==> src/hw/uim_pkg.sv <==
// package for the usb host interrupt mask pair block
// assumes a 32-bit ahb-lite register bus and one 100 MHz clock
package uim_pkg;

	// data width of the bus and of the mask
	localparam int unsigned UIM_DW = 32;
	localparam int unsigned UIM_AW = 8;

	// register byte offsets
	localparam logic [7:0] UIM_OFS_ENABLE_SET = 8'h10;
	localparam logic [7:0] UIM_OFS_ENABLE_CLEAR = 8'h14;
	localparam logic [7:0] UIM_OFS_PENDING = 8'h18;
	localparam logic [7:0] UIM_OFS_EVENT_VIEW = 8'h1C;

	// mask field positions
	localparam int unsigned UIM_BIT_MASTER_IRQ_GATE = 31;
	localparam int unsigned UIM_BIT_OWNERSHIP_CHANGE = 30;
	localparam int unsigned UIM_BIT_ROOT_PORT_STATUS_CHANGE = 6;
	localparam int unsigned UIM_BIT_FRAME_COUNT_OVERFLOW = 5;
	localparam int unsigned UIM_BIT_FATAL_SYSTEM_ERROR = 4;
	localparam int unsigned UIM_BIT_RESUME_DETECT = 3;
	localparam int unsigned UIM_BIT_FRAME_START = 2;
	localparam int unsigned UIM_BIT_DONE_LIST_WRITEBACK = 1;
	localparam int unsigned UIM_BIT_SCHED_OVERRUN = 0;

	// implemented mask bits; positions 29 to 7 are reserved
	localparam logic [31:0] UIM_IMPL_BITS = 32'hC000_007F;
	// event bits that may request an interrupt (all but the gate)
	localparam logic [31:0] UIM_EVENT_BITS = 32'h4000_007F;
	localparam logic [31:0] UIM_MASK_RESET = 32'h0000_0000;
	localparam logic [31:0] UIM_ZERO_WORD = 32'h0000_0000;

	// ahb transfer type code for a nonsequential transfer
	localparam logic [1:0] UIM_HTRANS_NONSEQ = 2'h2;
	localparam logic UIM_HRESP_OKAY = 1'h0;

	// one captured address phase
	typedef struct packed {
		logic valid;
		logic write;
		logic [UIM_AW-1:0] addr;
	} uim_req_s;

	// write strobes towards the mask storage
	typedef struct packed {
		logic set_en;
		logic clear_en;
		logic [UIM_DW-1:0] data;
	} uim_mask_wr_s;

endpackage

==> src/hw/uim_top.sv <==
// top of the usb host interrupt mask pair: ahb-lite slave and mask
// assumes one ahb-lite master, word transfers, flags from same clock
//
// Operation
// set-port at 0x10, clear-port at 0x14
// bit 31 gates all event interrupts
// bit 30 enables ownership change interrupt
// bit 6 enables root port status change
// bit 5 enables frame count overflow
// bit 4 enables fatal system error
// bit 3 enables resume detect interrupt
// bit 2 enables frame start interrupt
// bit 1 enables done-list write-back interrupt
// bit 0 enables scheduling overrun interrupt
// software writes zero to reserved bits
// clear-port one clears mask bit
// clear-port zero leaves mask bit
// clear-port read returns current mask
// clear-port is one 32-bit word
// any reset closes the master gate
// irq needs flag, mask and gate
// set-port one sets, read returns mask
// reserved mask bits hold and read zero
`timescale 1ns/10ps
module uim_top
	import uim_pkg::*;
(
	// clock and reset
	input wire logic hclk,
	input wire logic hresetn,
	// ahb-lite slave inputs
	input wire logic hsel,
	input wire logic [31:0] haddr,
	input wire logic [1:0] htrans,
	input wire logic hwrite,
	input wire logic [2:0] hsize,
	input wire logic [31:0] hwdata,
	input wire logic hready,
	// ahb-lite slave outputs
	output logic [31:0] hrdata,
	output logic hreadyout,
	output logic hresp,
	// host controller side
	input wire logic soft_reset,
	input wire logic [31:0] event_flags,
	// interrupt and mask view
	output logic irq,
	output logic [31:0] mask_out
);

	// bus phase tracker
	typedef enum logic [2:0] {
		UIM_ST_IDLE = 3'b001,
		UIM_ST_WRITE = 3'b010,
		UIM_ST_READ = 3'b100
	} uim_state_e;

	uim_state_e state_q;
	uim_state_e state_d;
	uim_req_s req_q;
	uim_req_s req_d;
	uim_mask_wr_s mask_wr;
	logic take;
	logic [UIM_DW-1:0] mask_q;
	logic [UIM_DW-1:0] mask_d;
	logic [UIM_DW-1:0] pending;
	logic [UIM_DW-1:0] rd_word;
	logic [31:0] hrdata_q;
	logic [31:0] mask_out_q;
	logic hreadyout_q;
	logic hresp_q;
	logic irq_int;
	logic soft_reset_q;

	// hsize is not decoded: every transfer is taken as a whole word
	// address phase is taken when selected, nonseq and bus ready
	assign take = hsel && hready && (htrans == UIM_HTRANS_NONSEQ);

	// capture of the address phase
	always_comb
	begin
		req_d = req_q;
		if (hready)
		begin
			req_d.valid = take;
			req_d.write = hwrite;
			req_d.addr = haddr[UIM_AW-1:0];
		end
	end

	always_ff @(posedge hclk or negedge hresetn)
	begin
		if (!hresetn)
			req_q <= '0;
		else
			req_q <= req_d;
	end

	// phase tracking state machine
	always_comb
	begin
		state_d = UIM_ST_IDLE;
		if (take && hwrite)
			state_d = UIM_ST_WRITE;
		else if (take)
			state_d = UIM_ST_READ;
	end

	always_ff @(posedge hclk or negedge hresetn)
	begin
		if (!hresetn)
			state_q <= UIM_ST_IDLE;
		else
			state_q <= state_d;
	end

	// write strobes in the data phase, hwdata valid now
	always_comb
	begin
		mask_wr.set_en = 1'b0;
		mask_wr.clear_en = 1'b0;
		mask_wr.data = hwdata;
		unique case (state_q)
			UIM_ST_WRITE:
			begin
				// whole word write, all four lanes
				mask_wr.set_en = req_q.valid && req_q.write &&
					(req_q.addr == UIM_OFS_ENABLE_SET);
				mask_wr.clear_en = req_q.valid && req_q.write &&
					(req_q.addr == UIM_OFS_ENABLE_CLEAR);
			end
			UIM_ST_IDLE, UIM_ST_READ:
			begin
				mask_wr.set_en = 1'b0;
				mask_wr.clear_en = 1'b0;
			end
		endcase
	end

	// software reset pulse, same clock, registered once
	always_ff @(posedge hclk or negedge hresetn)
	begin
		if (!hresetn)
			soft_reset_q <= 1'b0;
		else
			soft_reset_q <= soft_reset;
	end

	// mask storage
	uim_mask_reg u_mask (
		.hclk(hclk),
		.hresetn(hresetn),
		.soft_reset(soft_reset_q),
		.wr(mask_wr),
		.mask_q(mask_q),
		.mask_d(mask_d)
	);

	// interrupt gating
	uim_irq_gate u_gate (
		.hclk(hclk),
		.hresetn(hresetn),
		.event_flags(event_flags),
		.mask(mask_q),
		.pending(pending),
		.irq_q(irq_int)
	);

	// read mux; mask_d forwards a write in its data phase
	always_comb
	begin
		rd_word = UIM_ZERO_WORD;
		unique case (haddr[UIM_AW-1:0])
			UIM_OFS_ENABLE_SET:
				rd_word = mask_d;
			UIM_OFS_ENABLE_CLEAR:
				rd_word = mask_d;
			UIM_OFS_PENDING:
				rd_word = pending;
			UIM_OFS_EVENT_VIEW:
				rd_word = event_flags & UIM_EVENT_BITS;
			default:
				rd_word = UIM_ZERO_WORD;
		endcase
	end

	// read data loaded at the end of the address phase
	always_ff @(posedge hclk or negedge hresetn)
	begin
		if (!hresetn)
			hrdata_q <= UIM_ZERO_WORD;
		else if (take && !hwrite)
			hrdata_q <= rd_word;
	end

	// zero wait state, always okay
	always_ff @(posedge hclk or negedge hresetn)
	begin
		if (!hresetn)
		begin
			hreadyout_q <= 1'b1;
			hresp_q <= UIM_HRESP_OKAY;
		end
		else
		begin
			hreadyout_q <= 1'b1;
			hresp_q <= UIM_HRESP_OKAY;
		end
	end

	// mask view for the rest of the host controller
	always_ff @(posedge hclk or negedge hresetn)
	begin
		if (!hresetn)
			mask_out_q <= UIM_MASK_RESET;
		else
			mask_out_q <= mask_q;
	end

	// outputs straight from flops
	assign hrdata = hrdata_q;
	assign hreadyout = hreadyout_q;
	assign hresp = hresp_q;
	assign irq = irq_int;
	assign mask_out = mask_out_q;

endmodule // uim_top

==> src/hw/uim_mask_reg.sv <==
// enable mask storage, one generate slice per bit
// assumes strobes and data come from the bus slave on the same clock
`timescale 1ns/10ps
module uim_mask_reg
	import uim_pkg::*;
(
	// clock and resets
	input wire logic hclk,
	input wire logic hresetn,
	input wire logic soft_reset,
	// write strobes
	input wire uim_mask_wr_s wr,
	// mask value now and next
	output logic [UIM_DW-1:0] mask_q,
	output logic [UIM_DW-1:0] mask_d
);

	genvar i;
	generate
		for (i = 0; i < UIM_DW; i = i + 1)
		begin : g_bit
			if (UIM_IMPL_BITS[i])
			begin : g_impl
				// ones set, ones clear, zeros keep
				always_comb
				begin
					mask_d[i] = mask_q[i];
					if (soft_reset)
						mask_d[i] = UIM_MASK_RESET[i];
					else if (wr.set_en && wr.data[i])
						mask_d[i] = 1'b1;
					else if (wr.clear_en && wr.data[i])
						mask_d[i] = 1'b0;
				end
				// hardware reset leaves the gate closed
				always_ff @(posedge hclk or negedge hresetn)
				begin
					if (!hresetn)
						mask_q[i] <= UIM_MASK_RESET[i];
					else
						mask_q[i] <= mask_d[i];
				end
			end
			else
			begin : g_rsvd
				// reserved bit ignores written data
				assign mask_d[i] = 1'b0;
				assign mask_q[i] = 1'b0;
			end
		end
	endgenerate

endmodule // uim_mask_reg

==> src/hw/uim_irq_gate.sv <==
// interrupt request gate: flag and mask bit and master gate
// assumes event flags are levels from logic on the same clock
`timescale 1ns/10ps
module uim_irq_gate
	import uim_pkg::*;
(
	// clock and reset
	input wire logic hclk,
	input wire logic hresetn,
	// flags and mask
	input wire logic [UIM_DW-1:0] event_flags,
	input wire logic [UIM_DW-1:0] mask,
	// gated results
	output logic [UIM_DW-1:0] pending,
	output logic irq_q
);

	// per-event enable, the gate bit itself excluded
	assign pending = event_flags & mask & UIM_EVENT_BITS;

	// request only when the master gate is open
	always_ff @(posedge hclk or negedge hresetn)
	begin
		if (!hresetn)
			irq_q <= 1'b0;
		else
			irq_q <= mask[UIM_BIT_MASTER_IRQ_GATE] && (|pending);
	end

endmodule // uim_irq_gate

==> config.mk <==
export PLATFORM = sky130hd
export DESIGN_NAME = uim_top
export DESIGN_NICKNAME = d
export VERILOG_FILES = /design/src/hw/uim_pkg.sv /design/src/hw/uim_top.sv /design/src/hw/uim_mask_reg.sv /design/src/hw/uim_irq_gate.sv
export SDC_FILE = /design/constraint.sdc
export NUM_CORES = 1
export LEC_CHECK = 0
export BUFFER_PORTS_ARGS = -buffer_cell sky130_fd_sc_hd__buf_2
export CAP_MARGIN = 20
export CORE_ASPECT_RATIO = 0.75
export CORE_MARGIN = 1
export CORE_UTILIZATION = 43
export CTS_CLUSTER_DIAMETER = 200
export CTS_CLUSTER_SIZE = 24
export DETAILED_ROUTE_END_ITERATION = 10
export PLACE_DENSITY_LB_ADDON = 0.05
export SYNTH_ARGS = -nofsm -noshare
export SYNTH_HDL_FRONTEND = slang
export SYNTH_SLANG_ARGS = --single-unit
==> constraint.sdc <==
create_clock -name hclk -period 3.8 [get_ports hclk]
set_clock_uncertainty 0.1 [all_clocks]
set_input_delay 0.76 -clock hclk [delete_from_list [all_inputs] [get_ports hclk]]
set_output_delay 0.76 -clock hclk [all_outputs]
set_load 0.005 [all_outputs]
==> Word level (Yosys, flattened, before mapping) <==
Cells that the tools add are included.
{ "totals": {"input_bits": 107, "regBits": 65, "out_inout_bits": 67, "word_cells": 89} }
{ "classes": {"muxes": 31, "reduce_logical": 30, "bitwise_logic": 1, "eq_ne": 10} }
{ "ops": {"columns": ["op", "n"], "rows": [
  ["$pmux W32 S3", 1],
  ["$eq A8 B5 Y1 const B", 6],
  ["$and A31 B31 Y31", 1],
  ["$mux W1", 27],
  ["$logic_and A1 B1 Y1", 26],
  ["$reduce_or A8 Y1", 1],
  ["$mux W3", 2],
  ["$pmux W2 S2", 1],
  ["$reduce_or A2 Y1", 2],
  ["$eq A3 B1 Y1 const B", 1],
  ["$eq A3 B2 Y1 const B", 1],
  ["$eq A3 B3 Y1 const B", 1],
  ["$eq A2 B2 Y1 const B", 1],
  ["$logic_not A1 Y1", 1]
]} }

==> Depth between registers and ports, before layout <==
Gate-level depths: netlist of run 1.
{ "logic_depth": {"depth_word": 8, "depth_mapped": 7, "ltp_nobuf": 5} }

==> Modules after synthesis <==
From an unflattened synthesis of run 1, not the netlist that was laid out.
{ "unflattened": {"cells_unflattened": 356, "area_unflattened_um2": 4207.8} }
{ "modules_own_cells": {"columns": ["module", "area_per_inst_um2", "seq_area_each_um2", "n_inst", "cells_each"], "rows": [
  ["uim_top", 3150.5, 1953.1, 1, 233],
  ["uim_mask_reg", 770.7, 225.2, 1, 86],
  ["uim_irq_gate", 286.5, 25.0, 1, 37]
]} }

==> Worst setup path before layout of run 1 <==
OpenSTA, ideal clock, no wires.
{ "synth_timing": {"kind": "input to register", "startpoint": "in haddr[1]", "endpoint": "reg hrdata_q[0] (netlist: hrdata[0])", "slack_ns": 1.989, "t_required_ns": 3.621, "t_arrival_ns": 1.632, "n_path_buf": 0, "cell_stages": 4, "setup_time_ns": 0.079, "cell_sequence": "nor4b_4 -> nand3_1 -> o31a_1 -> o21ai_1"} }
{ "synth_via": {"elab_chain_cells": 3, "word_cells_on_any_way": 6, "classes_between": "eq/ne: 4; mux: 1; reduce/logical: 1"} }
{ "synth_lines": {"columns": ["element", "line", "source"], "rows": [
  ["start, declared", "uim_top.sv:33", "input wire logic [31:0] haddr,"],
  ["$eq A8 B5 Y1", "uim_top.sv:173", "unique case (haddr[UIM_AW-1:0])"],
  ["$reduce_or A2 Y1 (no source line)", null, null],
  ["$pmux W32 S3 *", "uim_top.sv:173", null],
  ["end signal, assigned", "uim_top.sv:193", "hrdata_q <= rd_word;"],
  ["end, declared", "uim_top.sv:68", "logic [31:0] hrdata_q;"]
]} }
Mark *: on every way between the ends. The rest lies on a longest branch, timed or not.
A chain may end at the register's enable or synchronous reset.

==> Worst setup path after layout of run 1 <==
{ "layout_timing": {"startpoint": "in hready", "endpoint": "reg hrdata_q[1] (netlist: hrdata[1])"} }
{ "layout_via": {"elab_chain_cells": 3} }
{ "layout_lines": {"columns": ["element", "line", "source"], "rows": [
  ["start, declared", "uim_top.sv:38", "input wire logic hready,"],
  ["$logic_and A1 B1 Y1 (2 in a row)", "uim_top.sv:77", "assign take = hsel && hready && (htrans == UIM_HTRANS_NONSEQ);"],
  ["$logic_and A1 B1 Y1", "uim_top.sv:192", "else if (take && !hwrite)"]
]} }
No other way between the ends.

==> metrics, run 1 <==
setup violation total in the final timing report=0; full die area=5430 um^2; sinks on the clock net=42; cell-by-cell trace of the critical path=buf_2 > nand4b_1 > buf_4 > nand2b_1 > inv_1 > nand4_2 > o21ai_1; highest fanout seen on the critical path=12; Worst Path Class, Setup=input port to flop; cell area after placement=2330 um^2; setup total negative slack=0 ns; drt wl/cell=14.8 um; cts bufs inserted=5; Max VDD drop=0.165 mV; count of mapped cells out of synthesis=201; launching element type of the critical path=input port; clock latency reported for the late side of the worst-skew pair=0.30 ns; global route total overflow=0; portion of the post-synthesis area used by sequential elements=47.7%; cell family contributing the most delay on the critical path=simple AND/OR/NAND/NOR gates; run status=finished, violations left; slew at the pin closest to its max-slew limit=0.907 ns; number of placement rows=22; reg-to-reg setup timing slack=2.00 ns; # DRC=5; initial drt markers=84; net count of the finished layout=358; final standard cell utilization of the core=49.1%; portion of the clock cycle consumed by the worst path in the final layout=59.8%; All-Layer GR Usage=18.4%; setup repair after global routing missed its margin=false; pin count of the biggest net entering global routing=43; Post-CTS Hold Fix Bufs=0; Hold Path Depth=0; I/O pin count=174; type of the worst min-delay path=flop to flop; total setup buffers inserted after CTS=0; starting density of the core=44.8%; PostCTS Resize Cnt=0; power density over cell area=351 nW/um^2; critical path's slowest cell=nand2b_1; Cell Area, Synth=2210 um^2; CP Data Arrival Time=2.39 ns; Req. time, crit path=3.92 ns; Period minus WS final=2.27 ns; height of the die=64.0 um; worst rel slew slack=39.5%; via count of the routed design=1551; core area=4930 um^2; total placed cells including tap cells=304; TritonCTS clock tree=yes; Endpoint, Worst Hold=mask_out[31]$_DFF_PN0_; non-filler instance count after layout=312; RD Place Congestion=0.757; number of detailed-routing iterations run before antenna repair=7; standby leakage power=0.00125 uW; vias in the first global route=1446; clk buf depth=2; placed wire-length estimate=3280 um; Hold Fails Final Rpt=0; FF+latch count, synth=42; clock-pin slew on the worst setup and hold paths=0.08 ns; via count normalized by instance count=4.97; worst r2r path cells=4; wire length reported by the detailed router=4630 um; share of cells above drive strength 1=27.8%; maximum frequency from static timing analysis=0.440 GHz; final worst hold slack=0.319 ns; endpoint of the worst register-to-register path=hrdata[30]$_DFFE_PN0P_; root buf cell=clkbuf_8; CP Capture Type=flop; htree depth=2; remaining antenna violation count=0; synth warn=0; Max Cap Viol=0; floorplan die width=84.7 um; buffers added on ports=51; global-route wire length before repair=7470 um; delay of the slowest cell on the worst path=0.37 ns; number of pins exceeding their max-slew limit in the final report=0; failing checks=design-rule violations; library cells used by synthesis=27; r2r startpoint=state_q[0]$_DFF_PN1_; initial antenna violation count=0; hold path startpoint=u_mask.mask_q[31]$_DFF_PN0_; average cell area after synthesis=11.0 um^2; area overhead of the layout relative to synthesis=9.64%; WP buf/inv=3; number of inserted diodes=0; cell area after layout=2420 um^2
-- logic make-up after synthesis --
group,share of synthesized area [%]
muxes,8.16
AOI/OAI and AO/OA,14.6
buffers and inverters,18.4
and+or+nand+nor,10.4
other,0.340
DFF,47.7
xor gates and xnor gates,0.397
-- synthesized netlist by cell type --
master,n,area (um^2)
buf_4,48,360
dfrtp_1,41,1030
o21ai_0,18,90.1
nor2_1,12,45.0
mux2i_1,9,90.1
nor4bb_1,9,90.1
o2111ai_1,9,78.8
o21ai_1,9,45.0
mux2_2,8,90.1
o31a_1,8,70.1
a22oi_1,4,30.0
inv_1,4,15.0
buf_1,3,11.3
clkbuf_1,3,11.3
conb_1,2,7.51
nand2_1,2,7.51
nor4b_4,2,47.6
a41oi_1,1,8.76
buf_2,1,5.00
clkinv_1,1,3.75
dfstp_2,1,26.3
nand2b_1,1,6.26
nand3_1,1,5.00
nand4_2,1,12.5
nand4b_1,1,8.76
nor2b_1,1,6.26
xnor2_1,1,8.76
-- state kept, by name, summed over array words and instances (netlist names) --
name	cells
mask_out	9
hrdata	9
u_mask.mask_q	9
u_gate.irq_q	1
req_q	10
state_q	3
soft_reset_q	1
-- per-layer routing --
layer	vias up	track usage, %	wire (um)
li1	728	-	-
met1	735	26.8	2350
met2	78	26.3	1870
met3	10	5.04	326
met4	0	6.14	83
met5	-	0	0
-- cell usage in the layout, fill, tap and decap left out --
cell	n
xnor2_1	1
a41oi_1	1
a22oi_1	4
nand2_1	2
nor4bb_1	9
buf_4	1
nor2_1	12
clkinv_1	1
nand2b_1	1
mux2i_1	9
mux2_2	8
inv_1	4
buf_2	51
clkbuf_1	2
o21ai_1	9
dfrtp_1	41
dfstp_2	1
clkbuf_8	6
nor2b_1	1
nand3_1	1
o31a_1	8
o2111ai_1	9
conb_1	48
o21ai_0	18
nand4b_1	1
nor4b_4	2
nand4_2	1
-- worst max-delay path by stage --
stage,startpoint,endpoint,cells after the start
floorplan,haddr[1],hrdata[0]$_DFFE_PN0P_,4
global placement,hready,hrdata[0]$_DFFE_PN0P_,7
detailed placement,hready,hrdata[6]$_DFFE_PN0P_,7
CTS,hready,hrdata[6]$_DFFE_PN0P_,7
global route,hready,hrdata[0]$_DFFE_PN0P_,7
finish,hready,hrdata[1]$_DFFE_PN0P_,7
-- cell type report --
class	instances	area, um^2
Tap cell	60	75.1
Fill cell	469	2510
Sequential cell	42	1050
Clock buffer	8	90.1
Inverter	5	18.8
Timing Repair Buffer	52	263
Multi-Input combinational cell	145	921
-- power breakdown --
part | leakage [uW] | switching, uW | internal (uW)
Sequential | 0.000560 | 15.3 | 458
Clock | 0.0000455 | 151 | 148
Combinational | 0.000648 | 48.1 | 29.8
-- worst reg2reg max path, cell delays in order (launching register included) --
cell	delay, ns
dfstp_2	0.37
xnor2_1	0.56
o2111ai_1	0.24
mux2i_1	0.32
o21ai_1	0.11
-- metrics by stage --
stage | total power (uW) | setup WS [ns]
finish | 850 | 1.53
global route | 890 | 1.37
CTS | 857 | 1.53
detailed placement | 560 | 1.22
global placement | 559 | 1.21
floorplan | 556 | 1.99
Power figures use the tool's default switching activity.
==> run 2: changes to the inputs <==
CORE_UTILIZATION = 36   (was 43)
clock period = 2 ns   (was 3.8 ns; I/O delays follow)
==> metrics, run 2 (same netlist as run 1, synthesis figures left out) <==
run status=complete, no violations; wire length on met1=2380 um (+1.4%); global-route wire length before repair=7620 um (+2.0%); maximum frequency from static timing analysis=0.565 GHz; power density over cell area=647 nW/um^2 (+84%); remaining antenna violation count=0 (unchanged); setup total negative slack=0 ns (unchanged); Max VDD drop=0.238 mV (+44%); number of inserted diodes=0 (unchanged); worst-case setup slack after placement=0.219 ns (-1.00 ns); via count of the routed design=1533 (-1.2%); starting density of the core=37.7% (-7.1 points); vias in the first global route=1416 (-2.1%); cell-by-cell trace of the critical path=nor4b_4 > o2111ai_1 > mux2i_1 > o21ai_1; # DRC=0 (-5); critical path's slowest cell=nor4b_4; reported net switching power=409 uW (+91%); wire length reported by the detailed router=4730 um (+2.1%); number of detailed-routing iterations run before antenna repair=4 (-3); commonest non-fill, non-tap cells in the layout=buf_2 (51), conb_1 (48), dfrtp_1 (41); clock-pin slew on the worst setup and hold paths=0.08 ns (about the same); pin count of the biggest net entering global routing=25 (-42%); Filler cells=607 (+29%); Worst Setup Slack, final=0.231 ns (-1.30 ns); most common cell after layout, fill and taps aside=buf_2; floorplan die width=92.4 um (+9.1%); clock latency reported for the late side of the worst-skew pair=0.29 ns (about the same); number of pins exceeding their max-slew limit in the final report=0 (unchanged); clk buf depth=2 (unchanged); routed wire length on met2=2080 um (+11%); total area of multi-input combinational cells=921 um^2 (unchanged); CP Data Arrival Time=1.84 ns (-0.55 ns); flip-flop count of the largest register after layout=10 (unchanged); FF/Latch Area=1050 um^2 (unchanged); PostCTS Resize Cnt=0 (unchanged); highest routed layer=met4; total power draw=1620 uW (+91%); core area=5860 um^2 (+19%); launching element type of the critical path=flop; number of placement rows=24 (+9.1%); standby leakage power=0.00129 uW (+3.2%); delay of the slowest cell on the worst path=0.51 ns (+0.14 ns); root buf cell=clkbuf_8; full die area=6450 um^2 (+19%); sequential group share of total power=55.2% (-0.5 points); Period minus WS final=1.77 ns; initial antenna violation count=0 (unchanged); setup violation total in the final timing report=0 (unchanged); highest fanout seen on the critical path=9 (-3); Sw Ratio=25.1% (about the same); RD Place Congestion=0.768 (+1.5%); total length of routed met3 wires=247 um (-24%); htree depth=2 (unchanged); register containing the most flip-flops in the final layout=req_q; buffers added on ports=51 (unchanged); Worst Path Class, Setup=flop to flop; via count normalized by instance count=4.55 (-8.5%); drt wl/cell=14.0 um (-5.5%); global route total overflow=0 (unchanged); Max Cap Viol=0 (unchanged); net count of the finished layout=365 (+2.0%); Hold Fails Final Rpt=0 (unchanged); share of cells above drive strength 1=29.7% (+2.0 points); type of the worst min-delay path=input port to flop; setup repair after global routing missed its margin=false; combinational share of power=9.9% (+0.7 points); cts bufs inserted=5 (unchanged); All-Layer GR Usage=15.6% (-2.8 points); placed wire-length estimate=3450 um (+5.3%); power share of the clock group=34.9% (-0.3 points); initial drt markers=77 (-8.3%); internal power=1220 uW (+91%); TritonCTS clock tree=yes; Req. time, crit path=2.07 ns (-1.85 ns); CP Capture Type=flop; I/O pin count=174 (unchanged); final standard cell utilization of the core=42.9% (-6.2 points); height of the die=69.8 um (+9.0%); area overhead of the layout relative to synthesis=13.8%; portion of the clock cycle consumed by the worst path in the final layout=88.5%; sinks on the clock net=42 (unchanged)
-- run 2: cell count changes in the layout (fill, tap and decap cells not counted), sizes merged --
cell	before	now
dlygate4sd3	0	1
buf	52	58
clkinv	1	2
clkbuf	8	7
-- run 2: what timing repair did --
item / CTS / global route
buffers inserted: 0 / 0
hold endpoints to repair: 18 / 0
hold buffers: 1 / 0
-- run 2: path summary, 6_finish.rpt --
path                                             startpoint                     end  slack, ns  depth (start not counted)
worst max-delay path                   req_q[5]$_DFFE_PN0P_  hrdata[30]$_DFFE_PN0P_       0.23                          4
worst min-delay path                             soft_reset  soft_reset_q$_DFF_PN0_       0.11                          1
worst max register to register         req_q[5]$_DFFE_PN0P_  hrdata[30]$_DFFE_PN0P_       0.23                          4
worst min register to register  u_mask.mask_q[31]$_DFF_PN0_  mask_out[31]$_DFF_PN0_       0.32                          0
max in group asynchronous                           hresetn    state_q[0]$_DFF_PN1_       0.76                          3
min in group asynchronous                           hresetn  u_gate.irq_q$_DFF_PN0_       0.48                          2
-- run 2: through the flow --
| stage | hold WS, ns | cell area (um^2) | cells |
|---|---|---|---|
| floorplan | 0.00441 | 2380 | 247 |
| global placement | 0.273 | 2410 | 328 |
| detailed placement | 0.282 | 2410 | 328 |
| CTS | 0.102 | 2510 | 337 |
| global route | 0.0961 | 2510 | 337 |
| finish | 0.107 | 2510 | 337 |
-- run 2: power by group through the flow --
stage	combinational (uW)	sequential [uW]	clock (uW)
finish	160	898	567
global route	182	903	626
CTS	161	898	593
detailed placement	159	915	0
global placement	158	915	0
floorplan	150	905	0
-- run 2: per-layer routing --
metal / vias to the layer above / track usage, %
li1: 740 / -
met1: 738 / 23.4
met2: 53 / 22.4
met3: 2 / 3.84
met4: 0 / 3.65
met5: - / 0
-- run 2: area by class of cell --
class                      count  share of cell area (%)
sequential                    42                    41.9
multi-input combinational    145                    36.7
timing repair buffer          59                    13.2
tap                           78                    3.89
clock buffer                   7                    3.44
inverter                       5                   0.747
clock inverter                 1                   0.199
-- run 2: worst max-delay path, delay by kind of cell, from the launching register on --
family	cells	cell delay, ns
AO/OA/AOI/OAI	2	0.37
multiplexers	1	0.27
AND/OR/NAND/NOR	1	0.51
flip-flops	1	0.41
==> run 3: changes to the inputs <==
BUFFER_PORTS_ARGS = unset   (was -buffer_cell sky130_fd_sc_hd__buf_2)
CORE_UTILIZATION = 56   (was 36)
DONT_BUFFER_PORTS = 1   (was unset)
REMOVE_ABC_BUFFERS = 1   (was unset)
==> metrics, run 3 (same netlist as run 1, synthesis figures left out) <==
Req. time, crit path=2.07 ns (about the same); highest fanout seen on the critical path=9 (unchanged); cell area after placement=2090 um^2 (-13%); floorplan die width=74.5 um (-19%); vias in the first global route=1343 (-5.2%); drt wl/cell=17.8 um (+27%); commonest non-fill, non-tap cells in the layout=conb_1 (48), dfrtp_1 (41), o21ai_0 (18); I/O pin count=174 (unchanged); Max VDD drop=0.484 mV (+100%); htree depth=2 (unchanged); standby leakage power=0.00104 uW (-19%); Period minus WS final=1.83 ns (+0.0570 ns); cell area after layout=2200 um^2 (-13%); setup total negative slack=0 ns (unchanged); number of placement rows=19 (-21%); Hold Fails Final Rpt=0 (unchanged); RD Place Congestion=0.823 (+7.1%); most common cell after layout, fill and taps aside=conb_1; reg-to-reg setup timing slack=0.17 ns (-0.06 ns); register containing the most flip-flops in the final layout=req_q; worst rel slew slack=63.1%; starting density of the core=59.5% (+22 points); net count of the finished layout=312 (-15%); global-route wire length before repair=6890 um (-9.6%); number of pins exceeding their max-slew limit in the final report=0 (unchanged); placed wire-length estimate=3240 um (-6.0%); clk buf depth=2 (unchanged); # DRC=0 (unchanged); clock latency reported for the late side of the worst-skew pair=0.28 ns (about the same); power density over cell area=691 nW/um^2 (+6.9%); core area=3710 um^2 (-37%); setup violation total in the final timing report=0 (unchanged); global route total overflow=0 (unchanged); remaining antenna violation count=0 (unchanged); wire length reported by the detailed router=4600 um (-2.6%); initial drt markers=68 (-12%); area overhead of the layout relative to synthesis=-0.510%; Filler cells=324 (-47%); launching element type of the critical path=flop; cts bufs inserted=5 (unchanged); via count normalized by instance count=5.54 (+22%); sinks on the clock net=42 (unchanged); slew at the pin closest to its max-slew limit=0.552 ns; total setup buffers inserted after CTS=0 (unchanged); All-Layer GR Usage=22.9% (+7.3 points); buffers added on ports=0 (-100%); Max Cap Viol=0 (unchanged); CP Capture Type=flop; pin count of the biggest net entering global routing=43 (+72%); root buf cell=clkbuf_8; setup repair after global routing missed its margin=false; run status=complete, no violations; type of the worst min-delay path=input port to flop; height of the die=56.4 um (-19%); clock-pin slew on the worst setup and hold paths=0.07 ns (about the same); via count of the routed design=1430 (-6.7%); CP Data Arrival Time=1.89 ns (+0.05 ns); initial antenna violation count=1 (+1); Worst Path Class, Setup=flop to flop; number of detailed-routing iterations run before antenna repair=4 (unchanged); maximum frequency from static timing analysis=0.548 GHz (-3.1%); portion of the clock cycle consumed by the worst path in the final layout=91.3% (+2.8 points); flip-flop count of the largest register after layout=10 (unchanged); full die area=4200 um^2 (-35%); share of cells above drive strength 1=10.7% (-19 points); TritonCTS clock tree=yes
run 3: cell count changes in the layout (fill, tap and decap cells not counted), sizes merged:
cell    previous run  this run
buf               58         5
clkinv             2         1
diode              0         1
run 3: worst paths after layout:
kind	start	end	cells past startpoint
max	req_q[5]$_DFFE_PN0P_	hrdata[31]$_DFFE_PN0P_	4
min	soft_reset	soft_reset_q$_DFF_PN0_	0
max reg2reg	req_q[5]$_DFFE_PN0P_	hrdata[31]$_DFFE_PN0P_	4
min reg2reg	u_mask.mask_q[31]$_DFF_PN0_	mask_out[31]$_DFF_PN0_	0
max in group asynchronous	hresetn	state_q[0]$_DFF_PN1_	2
min in group asynchronous	hresetn	hrdata[3]$_DFFE_PN0P_	2
run 3: area by class of cell:
type / instances / area (um^2) / share of cell area, %
repair buffers: 6 / 60.1 / 2.74
flip-flops and latches: 42 / 1050 / 47.9
well taps: 52 / 65.1 / 2.96
clock buffers: 7 / 76.3 / 3.48
multi-input cells: 145 / 921 / 41.9
inverters: 5 / 18.8 / 0.855
diodes: 1 / 2.50 / 0.114
run 3: stage by stage:
| step | setup slack (ns) | utilization (%) | hold slack (ns) | total power (uW) | std cells |
|---|---|---|---|---|---|
| finish | 0.174 | 59.2 | 0.0393 | 1520 | 258 |
| floorplan | 0.344 | - | 0.00441 | 981 | 192 |
| global placement | 0.282 | 56.3 | 0.00535 | 1000 | 248 |
| CTS | 0.219 | 59.1 | 0.0328 | 1530 | 257 |
| global route | 0.0761 | 59.2 | 0.0241 | 1590 | 258 |
| detailed placement | 0.206 | 56.3 | 0.00542 | 1010 | 248 |
run 3: power breakdown:
| group | internal, uW | total [uW] | switching, uW |
|---|---|---|---|
| logic | 44.2 | 114 | 69.8 |
| registers | 871 | 900 | 29.6 |
| clock network | 240 | 504 | 263 |
run 3: what timing repair did:
item | in CTS | in global routing
gates resized for setup | 0 | 0
hold buffers | 2 | 0
endpoints found under the hold margin | 42 | 0
run 3: worst max-delay path: stages, from the launching register on:
cell and delay, ns:
dfrtp_1 0.41, nor4b_4 0.56, o2111ai_1 0.27, mux2i_1 0.27
o21ai_1 0.10
run 3: metal layers:
layer / wire length [um] / part of all wire (%) / global-route usage [%]
met5: 0 / 0 / 0
met4: 17 / 0.37 / 5.93
met1: 1960 / 43 / 30.4
met2: 2090 / 46 / 34.7
met3: 534 / 12 / 9.34
